### src/pkg/scr_defs.svh
// Field positions and reset values for the synthesizer control words.
// Assumes inclusion by the package and the design files by bare name.
`ifndef SCR_DEFS_SVH
`define SCR_DEFS_SVH
`define SCR_WORD_W        32
`define SCR_SEL_LSB       0
`define SCR_SEL_W         3
`define SCR_SEL_R0        3'h0
`define SCR_SEL_R1        3'h1
`define SCR_SEL_R2        3'h2
`define SCR_R0_INT_LSB    15
`define SCR_R0_FRACTION_NUMERATOR_LSB   3
`define SCR_R1_PHADJ_BIT  28
`define SCR_R1_PRE_BIT    27
`define SCR_R1_PHASE_LSB  15
`define SCR_R1_MOD_LSB    3
`define SCR_R2_NOISE_LSB  29
`define SCR_R2_MUX_LSB    26
`define SCR_R2_DBL_BIT    25
`define SCR_R2_HALF_BIT   24
`define SCR_R2_RCNT_LSB   14
`define SCR_R2_DBUF_BIT   13
`define SCR_R2_CP_LSB     9
`define SCR_R2_LDF_BIT    8
`define SCR_R2_LDP_BIT    7
`define SCR_R2_PDP_BIT    6
`define SCR_R2_SLEEP_BIT  5
`define SCR_NOISE_LOWNOISE 2'h0
`define SCR_NOISE_LOWSPUR  2'h3
`define SCR_RESET_WORD    32'h0000_0000
`define SCR_LD_CNT_SLOW   6'h28
`define SCR_LD_CNT_FAST   6'h05
`define SCR_CLK_PS        25000
`define SCR_WIN_WIDE_PS   10000
`define SCR_WIN_NARROW_PS 6000
`define SCR_WIN_WIDE_CYC  (`SCR_WIN_WIDE_PS / `SCR_CLK_PS + 1)
`define SCR_WIN_NARROW_CYC (`SCR_WIN_NARROW_PS / `SCR_CLK_PS + 1)
`endif

### src/pkg/scr_pkg.sv
// Types for the synthesizer configuration register block.
// Assumes scr_defs.svh holds the numbers.
`include "scr_defs.svh"
package scr_pkg;
   typedef struct packed {
      logic [15:0] integer_divide_value;
      logic [11:0] fraction_numerator;
   } scr_r0_t;
   typedef struct packed {
      logic        phase_adjust;
      logic        prescaler_select;
      logic [11:0] phase_word;
      logic [11:0] fraction_modulus;
   } scr_r1_t;
   typedef struct packed {
      logic [1:0] noise_mode;
      logic [2:0] test_mux_output_select;
      logic       ref_doubler;
      logic       reference_halver;
      logic [9:0] ref_count;
      logic       double_buffer;
      logic [3:0] cp_current;
      logic       lock_cycle_count_select;
      logic       lock_window_select;
      logic       pd_polarity;
      logic       software_sleep;
   } scr_r2_t;
   typedef struct packed {
      logic counters_load;
      logic vco_off;
      logic cp_tristate;
      logic outputs_off;
   } scr_pwr_t;
endpackage

### src/design/scr_lock_detect.sv
// Digital lock detector counting consecutive in-window comparator cycles.
// Assumes comparator pulses are synchronous to clk_sys_i.
`timescale 1ns/1ps
`include "scr_defs.svh"
module scr_lock_detect (
   input  wire logic clk_sys_i,    // System clock
   input  wire logic reset_n_i,    // Async reset, active low
   input  wire logic clear_i,      // Sleep reset
   input  wire logic cycle_i,      // Comparator cycle end pulse
   input  wire logic err_ok_i,     // Error inside window this cycle
   input  wire logic fast_i,       // Count select
   output logic      locked_o      // Lock indication
);
   import scr_pkg::*;
   logic [5:0] good_cnt;
   logic [5:0] target;
   assign target = fast_i ? `SCR_LD_CNT_FAST : `SCR_LD_CNT_SLOW;
   // [RULE18] consecutive good count
   always_ff @(posedge clk_sys_i or negedge reset_n_i) begin
      if (!reset_n_i) begin
         good_cnt <= 6'h00;
         locked_o <= 1'b0;
      end else if (clear_i) begin
         good_cnt <= 6'h00;
         locked_o <= 1'b0;
      end else if (cycle_i) begin
         if (!err_ok_i) begin
            good_cnt <= 6'h00;
            locked_o <= 1'b0;
         end else if (good_cnt + 6'h01 >= target) begin
            good_cnt <= target;
            locked_o <= 1'b1;
         end else begin
            good_cnt <= good_cnt + 6'h01;
         end
      end
   end
endmodule

### src/design/scr_regs.sv
// Serial three-wire receiver and control word decode for words 0 to 2.
// Holds the three control words and drives the mode levels derived from them.
// Assumes serial pins are asynchronous; comparator signals are on clk_sys_i.
// Assumes word 5 divider bits arrive from a neighbour block on the same clock.
// Function
// [RULE1] Low three bits select word 0, 1 or 2.
// [RULE2] Word 0 bits 30..15 give integer divide value.
// [RULE3] Host keeps integer value within prescaler limits.
// [RULE4] Word 0 bits 14..3 give fraction numerator below modulus.
// [RULE5] Phase adjust set blocks band select and resync on word 0 write.
// [RULE6] Word 1 bit 27 picks prescaler 4/5 or 8/9.
// [RULE7] Host keeps phase word below modulus.
// [RULE8] Word 1 bits 14..3 give fraction modulus.
// [RULE9] Word 2 bits 30..29 pick noise mode; low spur enables dither.
// [RULE10] Word 2 bits 28..26 pick test mux source.
// [RULE11] Word 2 bit 25 enables reference doubler, both edges active.
// [RULE12] Word 2 bit 24 inserts reference divide-by-two toggle.
// [RULE13] Word 2 bits 23..14 give reference count 1 to 1023.
// [RULE14] Word 2 bit 13 enables output divider double buffering.
// [RULE15] Word 2 bits 12..9 give charge pump current code.
// [RULE16] Word 2 bit 8 picks 40 or 5 lock cycles.
// [RULE17] Word 2 bit 7 picks 10 ns or 6 ns window; here both accept only a zero-cycle error.
// [RULE18] Lock asserts after consecutive in-window cycles; miss restarts.
// [RULE19] Host uses 00 for fractional, 11 for integer lock settings.
// [RULE20] Word 2 bit 6 sets phase detector polarity.
// [RULE21] Word 2 bit 5 sleeps the synthesizer; registers retained.
// [RULE22] Sleep loads counters, stops VCO, tristates pump, resets lock.
// [RULE23] Buffered divider bits apply on word 0 write when enabled.
// [RULE24] Words shift MSB first on rising clock, load on strobe rise.
`timescale 1ns/1ps
`include "scr_defs.svh"
module scr_regs (
   input  wire logic           clk_sys_i,      // System clock 40 MHz
   input  wire logic           reset_n_i,      // Async reset, active low
   input  wire logic           ser_clk_i,      // Serial clock pin
   input  wire logic           ser_data_i,     // Serial data pin
   input  wire logic           ser_load_i,     // Load strobe pin
   input  wire logic           pfd_cycle_i,    // Comparator cycle end pulse
   input  wire logic [7:0]     pfd_err_cyc_i,  // Phase error in clk cycles
   input  wire logic [2:0]     div_sel_new_i,  // Output divider bits, word 5
   input  wire logic           div_sel_wr_i,   // Word 5 divider bits written
   output scr_pkg::scr_r0_t    r0_o,           // Word 0 fields
   output scr_pkg::scr_r1_t    r1_o,           // Word 1 fields
   output scr_pkg::scr_r2_t    r2_o,           // Word 2 fields
   output logic                r0_write_o,     // Word 0 written pulse
   output logic                band_sel_start_o, // Band select start pulse
   output logic                resync_start_o, // Phase resync request pulse
   output logic                dither_en_o,    // Sigma-delta dither enable
   output logic                ref_both_edges_o, // Both reference edges active
   output logic                double_buffer_o, // Double buffer enable
   output logic [2:0]          div_sel_o,      // Active output divider
   output scr_pkg::scr_pwr_t   pwr_o,          // Power-down controls
   output logic                lock_o          // Digital lock detect
);
   import scr_pkg::*;

   // Pin order inside the synchroniser vector
   localparam int PIN_CLK  = 0;
   localparam int PIN_LOAD = 1;
   localparam int PIN_DATA = 2;
   localparam int N_PINS   = 3;

   // Raw pins gathered for the synchroniser loop
   logic [N_PINS-1:0] pin_raw;
   // First stage, read only by the second
   logic [N_PINS-1:0] pin_meta;
   // Second stage, safe for logic
   logic [N_PINS-1:0] pin_sync;
   // Previous samples for edge detection
   logic              sclk_q;
   logic              load_q;
   // Single-cycle edge strobes
   logic              sclk_rise;
   logic              load_rise;
   // Incoming word, newest bit at the bottom
   logic [31:0]       shift_reg;
   // Held control words, kept through sleep
   logic [31:0]       r0_word;
   logic [31:0]       r1_word;
   logic [31:0]       r2_word;
   // Select field of the word being loaded
   logic [2:0]        load_sel;
   // Word 0 write strobe
   logic              r0_wr;
   // Band select and resync both allowed
   logic              band_ok;
   // Divider bits waiting for a word 0 write
   logic [2:0]        div_pending;
   // Lock window in system clock cycles
   logic [7:0]        win_cyc;
   // Phase error inside the window
   logic              err_ok;

   // Pins gathered in a fixed order
   assign pin_raw[PIN_CLK]  = ser_clk_i;
   assign pin_raw[PIN_LOAD] = ser_load_i;
   assign pin_raw[PIN_DATA] = ser_data_i;

   // Two flip-flops per pin
   // Only stage two is read by logic, so no metastable value spreads
   for (genvar gi = 0; gi < N_PINS; gi++) begin : g_sync
      always_ff @(posedge clk_sys_i or negedge reset_n_i) begin
         if (!reset_n_i) begin
            pin_meta[gi] <= 1'b0;
            pin_sync[gi] <= 1'b0;
         end else begin
            pin_meta[gi] <= pin_raw[gi];
            pin_sync[gi] <= pin_meta[gi];
         end
      end
   end

   // Previous serial clock sample
   // Resets to the idle low level, so no false edge follows reset
   always_ff @(posedge clk_sys_i or negedge reset_n_i) begin
      if (!reset_n_i) begin
         sclk_q <= 1'b0;
      end else begin
         sclk_q <= pin_sync[PIN_CLK];
      end
   end

   // Previous load strobe sample, idle low after reset
   always_ff @(posedge clk_sys_i or negedge reset_n_i) begin
      if (!reset_n_i) begin
         load_q <= 1'b0;
      end else begin
         load_q <= pin_sync[PIN_LOAD];
      end
   end

   // Rising edges of serial clock and load strobe
   assign sclk_rise = pin_sync[PIN_CLK] & ~sclk_q;
   assign load_rise = pin_sync[PIN_LOAD] & ~load_q;

   // [RULE24] msb-first shift
   // Data passes the same two stages as the clock, so it stays aligned
   always_ff @(posedge clk_sys_i or negedge reset_n_i) begin
      if (!reset_n_i) begin
         shift_reg <= `SCR_RESET_WORD;
      end else if (sclk_rise) begin
         shift_reg <= {shift_reg[30:0], pin_sync[PIN_DATA]};
      end
   end

   // [RULE1] select field of the finished word
   // Only the last 32 bits before the strobe count
   assign load_sel = shift_reg[`SCR_SEL_LSB +: `SCR_SEL_W];

   // [RULE1] word 0 write strobe, one cycle
   always_ff @(posedge clk_sys_i or negedge reset_n_i) begin
      if (!reset_n_i) begin
         r0_wr <= 1'b0;
      end else begin
         r0_wr <= load_rise && (load_sel == `SCR_SEL_R0);
      end
   end

   // [RULE1] load on strobe rise
   // Selects 3 to 7 belong elsewhere and are ignored here
   always_ff @(posedge clk_sys_i or negedge reset_n_i) begin
      if (!reset_n_i) begin
         r0_word <= `SCR_RESET_WORD;
         r1_word <= `SCR_RESET_WORD;
         r2_word <= `SCR_RESET_WORD;
      end else if (load_rise) begin
         case (load_sel)
            `SCR_SEL_R0: r0_word <= shift_reg;
            `SCR_SEL_R1: r1_word <= shift_reg;
            `SCR_SEL_R2: r2_word <= shift_reg;
            default: ;
         endcase
      end
   end

   // [RULE2] integer field
   // Range limits are the host's concern
   assign r0_o.integer_divide_value = r0_word[`SCR_R0_INT_LSB +: 16];

   // [RULE4] fraction field
   // Passed on unchecked against the modulus
   assign r0_o.fraction_numerator   = r0_word[`SCR_R0_FRACTION_NUMERATOR_LSB +: 12];

   // [RULE5] phase adjust bit
   // Gates band select and resync below
   assign r1_o.phase_adjust         = r1_word[`SCR_R1_PHADJ_BIT];

   // [RULE6] prescaler select
   // Low picks 4/5, high picks 8/9
   assign r1_o.prescaler_select     = r1_word[`SCR_R1_PRE_BIT];

   // Phase word for resync
   // Host keeps it below the modulus
   assign r1_o.phase_word           = r1_word[`SCR_R1_PHASE_LSB +: 12];

   // [RULE8] modulus field
   // Sets the channel step of the fraction
   assign r1_o.fraction_modulus     = r1_word[`SCR_R1_MOD_LSB +: 12];

   // [RULE9] noise mode
   // Two bits, decoded into dither below
   assign r2_o.noise_mode           = r2_word[`SCR_R2_NOISE_LSB +: 2];

   // [RULE10] test mux select
   // Source choice is left to the host
   assign r2_o.test_mux_output_select = r2_word[`SCR_R2_MUX_LSB +: 3];

   // [RULE11] doubler bit
   // Low keeps only the falling edge
   assign r2_o.ref_doubler          = r2_word[`SCR_R2_DBL_BIT];

   // [RULE12] reference halver
   // Toggle stage for an even duty cycle
   assign r2_o.reference_halver     = r2_word[`SCR_R2_HALF_BIT];

   // [RULE13] reference count
   // Zero is not a legal ratio
   assign r2_o.ref_count            = r2_word[`SCR_R2_RCNT_LSB +: 10];

   // [RULE14] double buffer bit
   // Steers the divider update below
   assign r2_o.double_buffer        = r2_word[`SCR_R2_DBUF_BIT];

   // [RULE15] charge pump code
   // Chosen to suit the loop filter
   assign r2_o.cp_current           = r2_word[`SCR_R2_CP_LSB +: 4];

   // [RULE16] lock count select
   // Low counts 40 cycles, high counts 5
   assign r2_o.lock_cycle_count_select = r2_word[`SCR_R2_LDF_BIT];

   // [RULE17] lock window select
   // Low is the wide window, high the narrow one
   assign r2_o.lock_window_select   = r2_word[`SCR_R2_LDP_BIT];

   // [RULE20] detector polarity
   // High for passive or noninverting filters
   assign r2_o.pd_polarity          = r2_word[`SCR_R2_PDP_BIT];

   // [RULE21] sleep bit, registers kept
   // Words are never cleared by sleep
   assign r2_o.software_sleep       = r2_word[`SCR_R2_SLEEP_BIT];

   // [RULE9] low spur mode turns dither on
   // Every other code leaves dither off
   assign dither_en_o      = (r2_o.noise_mode == `SCR_NOISE_LOWSPUR);

   // [RULE11] doubler makes both reference edges active
   assign ref_both_edges_o = r2_o.ref_doubler;

   // [RULE14] double buffer level for the output stage
   assign double_buffer_o  = r2_o.double_buffer;

   // Word 0 write event for the stages beyond
   // Also the buffer strobe for the divider bits
   assign r0_write_o       = r0_wr;

   // [RULE5] band select and resync only without phase adjust
   // Resync enable itself lives outside this block
   assign band_ok = ~r1_o.phase_adjust;

   // [RULE5] band select start, one cycle after the write
   always_ff @(posedge clk_sys_i or negedge reset_n_i) begin
      if (!reset_n_i) begin
         band_sel_start_o <= 1'b0;
      end else begin
         band_sel_start_o <= r0_wr & band_ok;
      end
   end

   // [RULE5] resync request, one cycle after the write
   always_ff @(posedge clk_sys_i or negedge reset_n_i) begin
      if (!reset_n_i) begin
         resync_start_o <= 1'b0;
      end else begin
         resync_start_o <= r0_wr & band_ok;
      end
   end

   // [RULE14] pending divider bits from word 5
   always_ff @(posedge clk_sys_i or negedge reset_n_i) begin
      if (!reset_n_i) begin
         div_pending <= 3'h0;
      end else if (div_sel_wr_i) begin
         div_pending <= div_sel_new_i;
      end
   end

   // [RULE23] direct update when unbuffered
   // Buffered bits wait for the next word 0 write
   always_ff @(posedge clk_sys_i or negedge reset_n_i) begin
      if (!reset_n_i) begin
         div_sel_o <= 3'h0;
      end else if (div_sel_wr_i && !r2_o.double_buffer) begin
         div_sel_o <= div_sel_new_i;
      end else if (r0_wr && r2_o.double_buffer) begin
         div_sel_o <= div_pending;
      end
   end

   // [RULE22] power-down effects follow sleep one cycle late
   // Serial words keep loading while asleep
   always_ff @(posedge clk_sys_i or negedge reset_n_i) begin
      if (!reset_n_i) begin
         pwr_o <= '0;
      end else begin
         pwr_o.counters_load <= r2_o.software_sleep;
         pwr_o.vco_off       <= r2_o.software_sleep;
         pwr_o.cp_tristate   <= r2_o.software_sleep;
         pwr_o.outputs_off   <= r2_o.software_sleep;
      end
   end

   // [RULE17] window in whole clock cycles
   // Both windows are below one period, so only a zero error counts
   assign win_cyc = r2_o.lock_window_select ? 8'(`SCR_WIN_NARROW_CYC)
                                            : 8'(`SCR_WIN_WIDE_CYC);

   // Error compared in the cycle of the comparator pulse
   assign err_ok  = (pfd_err_cyc_i < win_cyc);

   // [RULE18] lock detector, reset by sleep
   scr_lock_detect u_lock (
      .clk_sys_i (clk_sys_i),
      .reset_n_i (reset_n_i),
      .clear_i   (r2_o.software_sleep),
      .cycle_i   (pfd_cycle_i),
      .err_ok_i  (err_ok),
      .fast_i    (r2_o.lock_cycle_count_select),
      .locked_o  (lock_o)
   );
endmodule

### config.mk
export PLATFORM = sky130hd
export DESIGN_NAME = scr_regs
export DESIGN_NICKNAME = d
export VERILOG_FILES = /design/src/pkg/scr_pkg.sv /design/src/design/scr_lock_detect.sv /design/src/design/scr_regs.sv
export VERILOG_INCLUDE_DIRS = /design/src /design/src/pkg
export SDC_FILE = /design/constraint.sdc
export NUM_CORES = 1
export LEC_CHECK = 0
export ABC_CLOCK_PERIOD_IN_PS = 5400
export BUFFER_PORTS_ARGS = -buffer_cell sky130_fd_sc_hd__buf_2
export CAP_MARGIN = 5
export CORE_ASPECT_RATIO = 0.7
export CORE_MARGIN = 4
export CORE_UTILIZATION = 45
export DETAILED_ROUTE_END_ITERATION = 8
export GPL_TIMING_DRIVEN = 0
export HOLD_SLACK_MARGIN = 0.1
export PLACE_DENSITY_LB_ADDON = 0.3
export REMOVE_ABC_BUFFERS = 1
export SETUP_SLACK_MARGIN = 0.15
export SLEW_MARGIN = 20
export SYNTH_ARGS = -nofsm -noshare
export SYNTH_HDL_FRONTEND = slang
export SYNTH_SLANG_ARGS = --single-unit
### constraint.sdc
create_clock -name clk_sys_i -period 5.4 [get_ports clk_sys_i]
set_input_delay 0 -clock clk_sys_i [delete_from_list [all_inputs] [get_ports clk_sys_i]]
set_output_delay 0 -clock clk_sys_i [all_outputs]
set_load 0.01 [all_outputs]
==> qor.yml, run 1 <==
crit_path_end_kind: "register"
crit_buf_inv: 1
cts_tree: "built"
arrival_ns: 3.17
rr_endpoint: "u_lock.locked_o"
drtIter0Drc: 108
max_cap_violations: 0
clkLatencyLatePin_ns: 0.40
ant_nets: 0
finalHoldViolations: 0
post_cts_resized: 0
critPathKind: "register to register"
yosys-top-cells-area: "dfrtp_1 64%, mux2_2 24%, ha_1 1.2%"
crit_fanout: 7
synth_most_common_cell: "dfrtp_1"
vias: 3193
overflow: 0
setup_tns_ns: 0
grtUsageTotal_pct: 17.1
wl_um: 10800
setup_violations: 0
post-route-min-period_ns: 2.89
synth_top_cell_area_share_pct: 64.0
worst_r2r_path_depth: 9
synth_ff_type: "dfrtp_1"
clkTransAtPathRegs_ns: 0.06
r2r_slack_ns: 2.51
die_area_um2: 13500
synth_area_leader_cell: "dfrtp_1"
grt_pass1_wl_um: 18000
path_depth: 9
synthCells: 336
via_per_inst: 5.03
start_util_pct: 46.9
io_pins: 112
dp_hpwl_um: 7050
antennaDiodeCount: 0
routedWlPerCell_um: 17.0
synth_area_per_cell_um2: 15.7
die_h_um: 98.6
crit_family: "compound AO/OA/AOI/OAI gates"
yosys_warnings: 0
worstMarginPinSlew_ns: 0.774
cellPowerDensity_nw_per_um2: 416
rsz0062_at_grt: "no"
area_growth_pct: 28.0
crit_chain: "ha_1 -> xor2_1 -> ha_1 -> or4b_4 -> o211ai_2 -> a31oi_4 -> a21oi_1 -> a21oi_1 -> dlygate4sd3_1"
grt_pass1_vias: 3507
fin_crit_sh_pct: 53.5
outcome: "complete, no violations"
cts_buffers: 17
timing.rr.start: "u_lock.good_cnt[0]"
synth_edf_count: 0
core_area_um2: 11300
cts_max_level: 4
relSlewSlack_pct: 48.2
antenna_found_initial: 0
crit_end: "u_lock.locked_o"
place_congestion: 0.837
die_w_um: 137
synth_commonest_cells: "135 x dfrtp_1, 113 x mux2_2, 9 x nor2_1"
syn_area_um2: 5280
ir_worst_vdd_v: 0.000214
cts_buffer_depth: 2
grt_max_degree: 76
crit_start: "u_lock.good_cnt[0]"
fmax_mhz: 346
hold_class: "input port to async pin"
instances_no_fill: 635
dp.cells: 587
clock-sinks: 135
layout-drive-gt1-share_pct: 55.2
maxSlewViolCount: 0
drt_first_pass_iters: 4
synth.distinct_cells: 37
slowest_delay_ns: 0.57
cpMaxStageDelayCell: "dlygate4sd3_1"
ys_seq_area_share_pct: 64.0
ys_ff_latch: 135
io_buffers: 111
root_buffer: "clkbuf_16"
rows: 32
cp-start-kind: "register"
drc: 0
largest_reg_flops: 31
cp.required_ns: 5.68
nNetsFinal: 496
p_leak_nw: 3.57
synthArstFlopShare_pct: 100
finalClockSkew_ns: 0.0107
-- repair_timing --
item                                    4_1_cts  5_1_grt
endpoints found under the setup margin        0        0
buffers inserted                              0        0
hold buffers                                 20        0
endpoints found under the hold margin       149        0
-- worst reg2reg max path, delay by kind of cell, from the launching register on --
kind                     cells  cell delay (ns)
adder cells (fa/ha/maj)      2             0.51
buffers and inverters        1             0.57
AO/OA/AOI/OAI                4             0.59
AND/OR/NAND/NOR              1             0.49
flip-flops                   1             0.43
XOR/XNOR                     1             0.19
-- worst min path at each step --
stage	endpoint	start	depth (start not counted)	slack, ns
after detailed placement	r2_word[10]	reset_n_i	1	-0.04
after floorplan	div_pending[0]	reset_n_i	0	-0.30
after CTS	r2_word[10]	reset_n_i	2	0.12
after global placement	pin_meta[1]	ser_load_i	1	0.11
after global routing	r2_word[10]	reset_n_i	2	0.14
final	r2_word[10]	reset_n_i	2	0.11
-- power by group --
part,leakage (nW),internal (mW),switching [mW]
registers,1.81,1.17,0.135
clock network,0.258,0.658,0.382
logic,1.50,0.245,0.213
total,3.57,2.08,0.730
-- per-layer routing --
metal  GRT usage [%]  share of wire [%]  vias to the layer above
met5               0                  0                        -
met4            6.06                1.3                        0
met3            6.12                6.0                       15
met2            25.8                 46                       95
met1            23.0                 47                     1615
li1                -                  -                     1468
-- placed cells by master (no fill, tap or decap), types with 2 or more instances in the layout --
cell type	count
nand2_1	4
a211oi_1	3
mux2i_1	4
xor2_1	2
clkbuf_1	4
dlygate4sd3_1	20
clkinv_2	2
a22o_1	2
mux2_2	113
nor2_1	9
buf_2	110
buf_4	4
ha_1	5
nand2_2	2
nor2b_1	4
clkbuf_16	17
inv_1	2
nand3_1	4
dfrtp_1	135
clkbuf_8	3
buf_16	2
a21oi_1	5
-- cells by family (layout without fill, tap and decap cells) --
kind of cell / count (synthesis) / count (layout) / synth area share (%)
buf+inv: 21 / 167 / 2.23
xor+xnor: 4 / 4 / 0.806
flops: 135 / 135 / 64.0
compound gates: 21 / 21 / 3.58
mux: 118 / 118 / 25.1
fa+ha+maj: 5 / 5 / 1.19
simple gates: 32 / 32 / 3.08
-- cell type report --
type / instances / area (um^2)
inverters: 2 / 7.51
well taps: 153 / 191
flip-flops and latches: 135 / 3380
clock buffers: 24 / 482
fillers: 880 / 4500
clock inverters: 4 / 47.5
multi-input cells: 180 / 1800
repair buffers: 137 / 851
-- metrics by stage --
| stage | util, % | hold slack (ns) | cell area (um^2) | worst slack, ns | total power [mW] |
|---|---|---|---|---|---|
| after floorplan | - | -0.296 | 5170 | 2.34 | 1.55 |
| after global placement | 52.6 | 0.110 | 5910 | 0.321 | 1.75 |
| after detailed placement | 53.6 | -0.0449 | 6030 | 2.99 | 1.78 |
| after CTS | 60.0 | 0.121 | 6760 | 2.59 | 2.84 |
| after global routing | 60.0 | 0.137 | 6760 | 2.38 | 2.95 |
| final | 60.0 | 0.107 | 6760 | 2.51 | 2.81 |
Note: power is estimated with default switching activity, not from simulation.
==> inputs of run 2 (changes only) <==
Settings changed: ABC_CLOCK_PERIOD_IN_PS 5400 to 2800.
Clock period 5.4 ns to 2.8 ns, I/O delays scaled along.
==> run 2 against run 1 <==
Effect of this change:
- clock-buffer cell count did not move
- via count rose by 0.16%
- critical path type unchanged
- non-clock buffer count fell by 2
- hold slack barely moved
==> qor.yml, run 2 (same netlist as run 1, synthesis figures left out) <==
clkLatencyLatePin_ns: 0.40  # about the same
dp_slack_ns: 0.387  # -2.60 ns
final_util_pct: 59.9  # -0.18 points
setup_violations: 0  # unchanged
largest_reg_flops: 31  # unchanged
io_pins: 112  # unchanged
crit_fanout: 7  # unchanged
overflow: 0  # unchanged
worst_r2r_path_depth: 8  # -1
cpMaxStageDelayCell: "or4b_4"
post-route-min-period_ns: 2.45  # -0.436 ns
wl_um: 10800  # -0.43%
worst_slack_ns: 0.347  # -2.16 ns
use_met2_pct: 26.2  # +0.37 points
die_w_um: 137  # unchanged
worstMarginPinSlew_ns: 0.775  # +0.000427 ns
cts_max_level: 4  # unchanged
core_area_um2: 11300  # unchanged
clock-sinks: 135  # unchanged
cp.required_ns: 3.08  # -2.60 ns
die_h_um: 98.6  # unchanged
grt_use_met3_pct: 6.07  # -0.051 points
cts_buffers: 17  # unchanged
outcome: "complete, no violations"
p_leak_nw: 3.55  # -0.39%
drtIter0Drc: 120  # +11%
dp.cells: 587  # unchanged
cts_tree: "built"
finalHoldViolations: 0  # unchanged
ir_worst_vdd_v: 0.000415  # +94%
grt_pass1_vias: 3490  # -0.48%
final_common_cell: "dfrtp_1"
crit_buf_inv: 0  # -1
antennaDiodeCount: 0  # unchanged
design_area_um2: 6740  # -0.30%
arrival_ns: 2.73  # -0.44 ns
busiest_layer: "met2"
timing.rr.start: "u_lock.good_cnt[0]"
setup_tns_ns: 0  # unchanged
crit_path_end_kind: "register"
instances_no_fill: 633  # -0.31%
root_buffer: "clkbuf_16"
die_area_um2: 13500  # unchanged
via_per_inst: 5.05  # +0.47%
nNetsFinal: 494  # -0.40%
fin_crit_sh_pct: 87.6  # +34 points
finalClockSkew_ns: 0.0110  # +0.000320 ns
grtUsageTotal_pct: 17.1  # -0.022 points
total_power_mw: 5.41  # +93%
critPathMostFrequentCell: "ha_1"
clkTransAtPathRegs_ns: 0.05  # about the same
fin_hold_ws_ns: 0.107  # +0.0000360 ns
final_cell_mix: "135 x dfrtp_1, 113 x mux2_2, 110 x buf_2"
critPathKind: "register to register"
globalRouteMet1Util_pct: 22.9  # -0.067 points
ant_nets: 0  # unchanged
relSlewSlack_pct: 48.2  # about the same
vias: 3198  # +0.16%
r2r_slack_ns: 0.35  # -2.16 ns
hold_class: "input port to async pin"
rr_endpoint: "u_lock.good_cnt[5]"
rows: 32  # unchanged
drt_first_pass_iters: 4  # unchanged
dp_hpwl_um: 7050  # unchanged
routedWlPerCell_um: 17.0  # -0.12%
start_util_pct: 46.9  # unchanged
cp-start-kind: "register"
rsz0062_at_grt: "no"
cellPowerDensity_nw_per_um2: 804  # +93%
io_buffers: 111  # unchanged
antenna_found_initial: 0  # unchanged
grt_max_degree: 76  # unchanged
grt_pass1_wl_um: 17900  # -0.19%
layout-drive-gt1-share_pct: 55.4  # +0.23 points
maxSlewViolCount: 0  # unchanged
max_cap_violations: 0  # unchanged
place_congestion: 0.837  # unchanged
fmax_mhz: 408  # +18%
placed_cell_area_um2: 6030  # unchanged
slowest_delay_ns: 0.49  # -0.08 ns
crit_family: "compound AO/OA/AOI/OAI gates"
area_growth_pct: 27.7
crit_chain: "ha_1 -> xor2_1 -> ha_1 -> or4b_4 -> o211ai_2 -> a31oi_4 -> o21a_1 -> a22o_1"
drc: 0  # unchanged
cts_buffer_depth: 2  # unchanged
==> run 2: cell count changes in the layout (fill, tap and decap cells not counted) <==
cell,previous run,this run
dlygate4sd3_1,20,18
==> run 2: worst max-delay path by stage <==
stage	to	startpoint	depth (start not counted)	slack [ns]
floorplan	r0_word[10]	shift_reg[2]	4	-0.26
global placement	r0_word[29]	shift_reg[2]	4	-2.28
detailed placement	u_lock.good_cnt[5]	u_lock.good_cnt[0]	8	0.39
CTS	u_lock.good_cnt[5]	u_lock.good_cnt[0]	8	0.37
global route	u_lock.good_cnt[5]	u_lock.good_cnt[0]	8	0.26
finish	u_lock.good_cnt[5]	u_lock.good_cnt[0]	8	0.35
==> run 2: cell type report <==
| type | count | area [um^2] |
|---|---|---|
| multi-input combinational | 180 | 1800 |
| clock inverter | 4 | 47.5 |
| sequential | 135 | 3380 |
| inverter | 2 | 7.51 |
| fill | 883 | 4520 |
| clock buffer | 24 | 482 |
| tap | 153 | 191 |
| timing repair buffer | 135 | 831 |
==> run 2: power by group <==
part / total (mW) / leakage, nW / internal (mW) / switching (mW)
Sequential: 2.52 / 1.81 / 2.26 / 0.259
Clock: 2.01 / 0.258 / 1.27 / 0.738
Combinational: 0.882 / 1.49 / 0.472 / 0.410
==> run 2: routing by layer <==
metal | vias to the layer above | part of all wire, %
li1 | 1466 | -
met3 | 12 | 6.5
met5 | - | 0
met1 | 1627 | 47
met2 | 93 | 46
met4 | 0 | 1.0
==> run 2: worst reg2reg max path: stages (launching register included) <==
cell	delay [ns]
dfrtp_1	0.43
ha_1	0.30
xor2_1	0.18
ha_1	0.21
or4b_4	0.49
o211ai_2	0.13
a31oi_4	0.18
o21a_1	0.21
a22o_1	0.20
==> run 2: repair_timing <==
item                      4_1_cts  5_1_grt
gates resized for setup         0        0
hold buffers                   18        0
hold endpoints to repair      149        0
buffers inserted                0        0
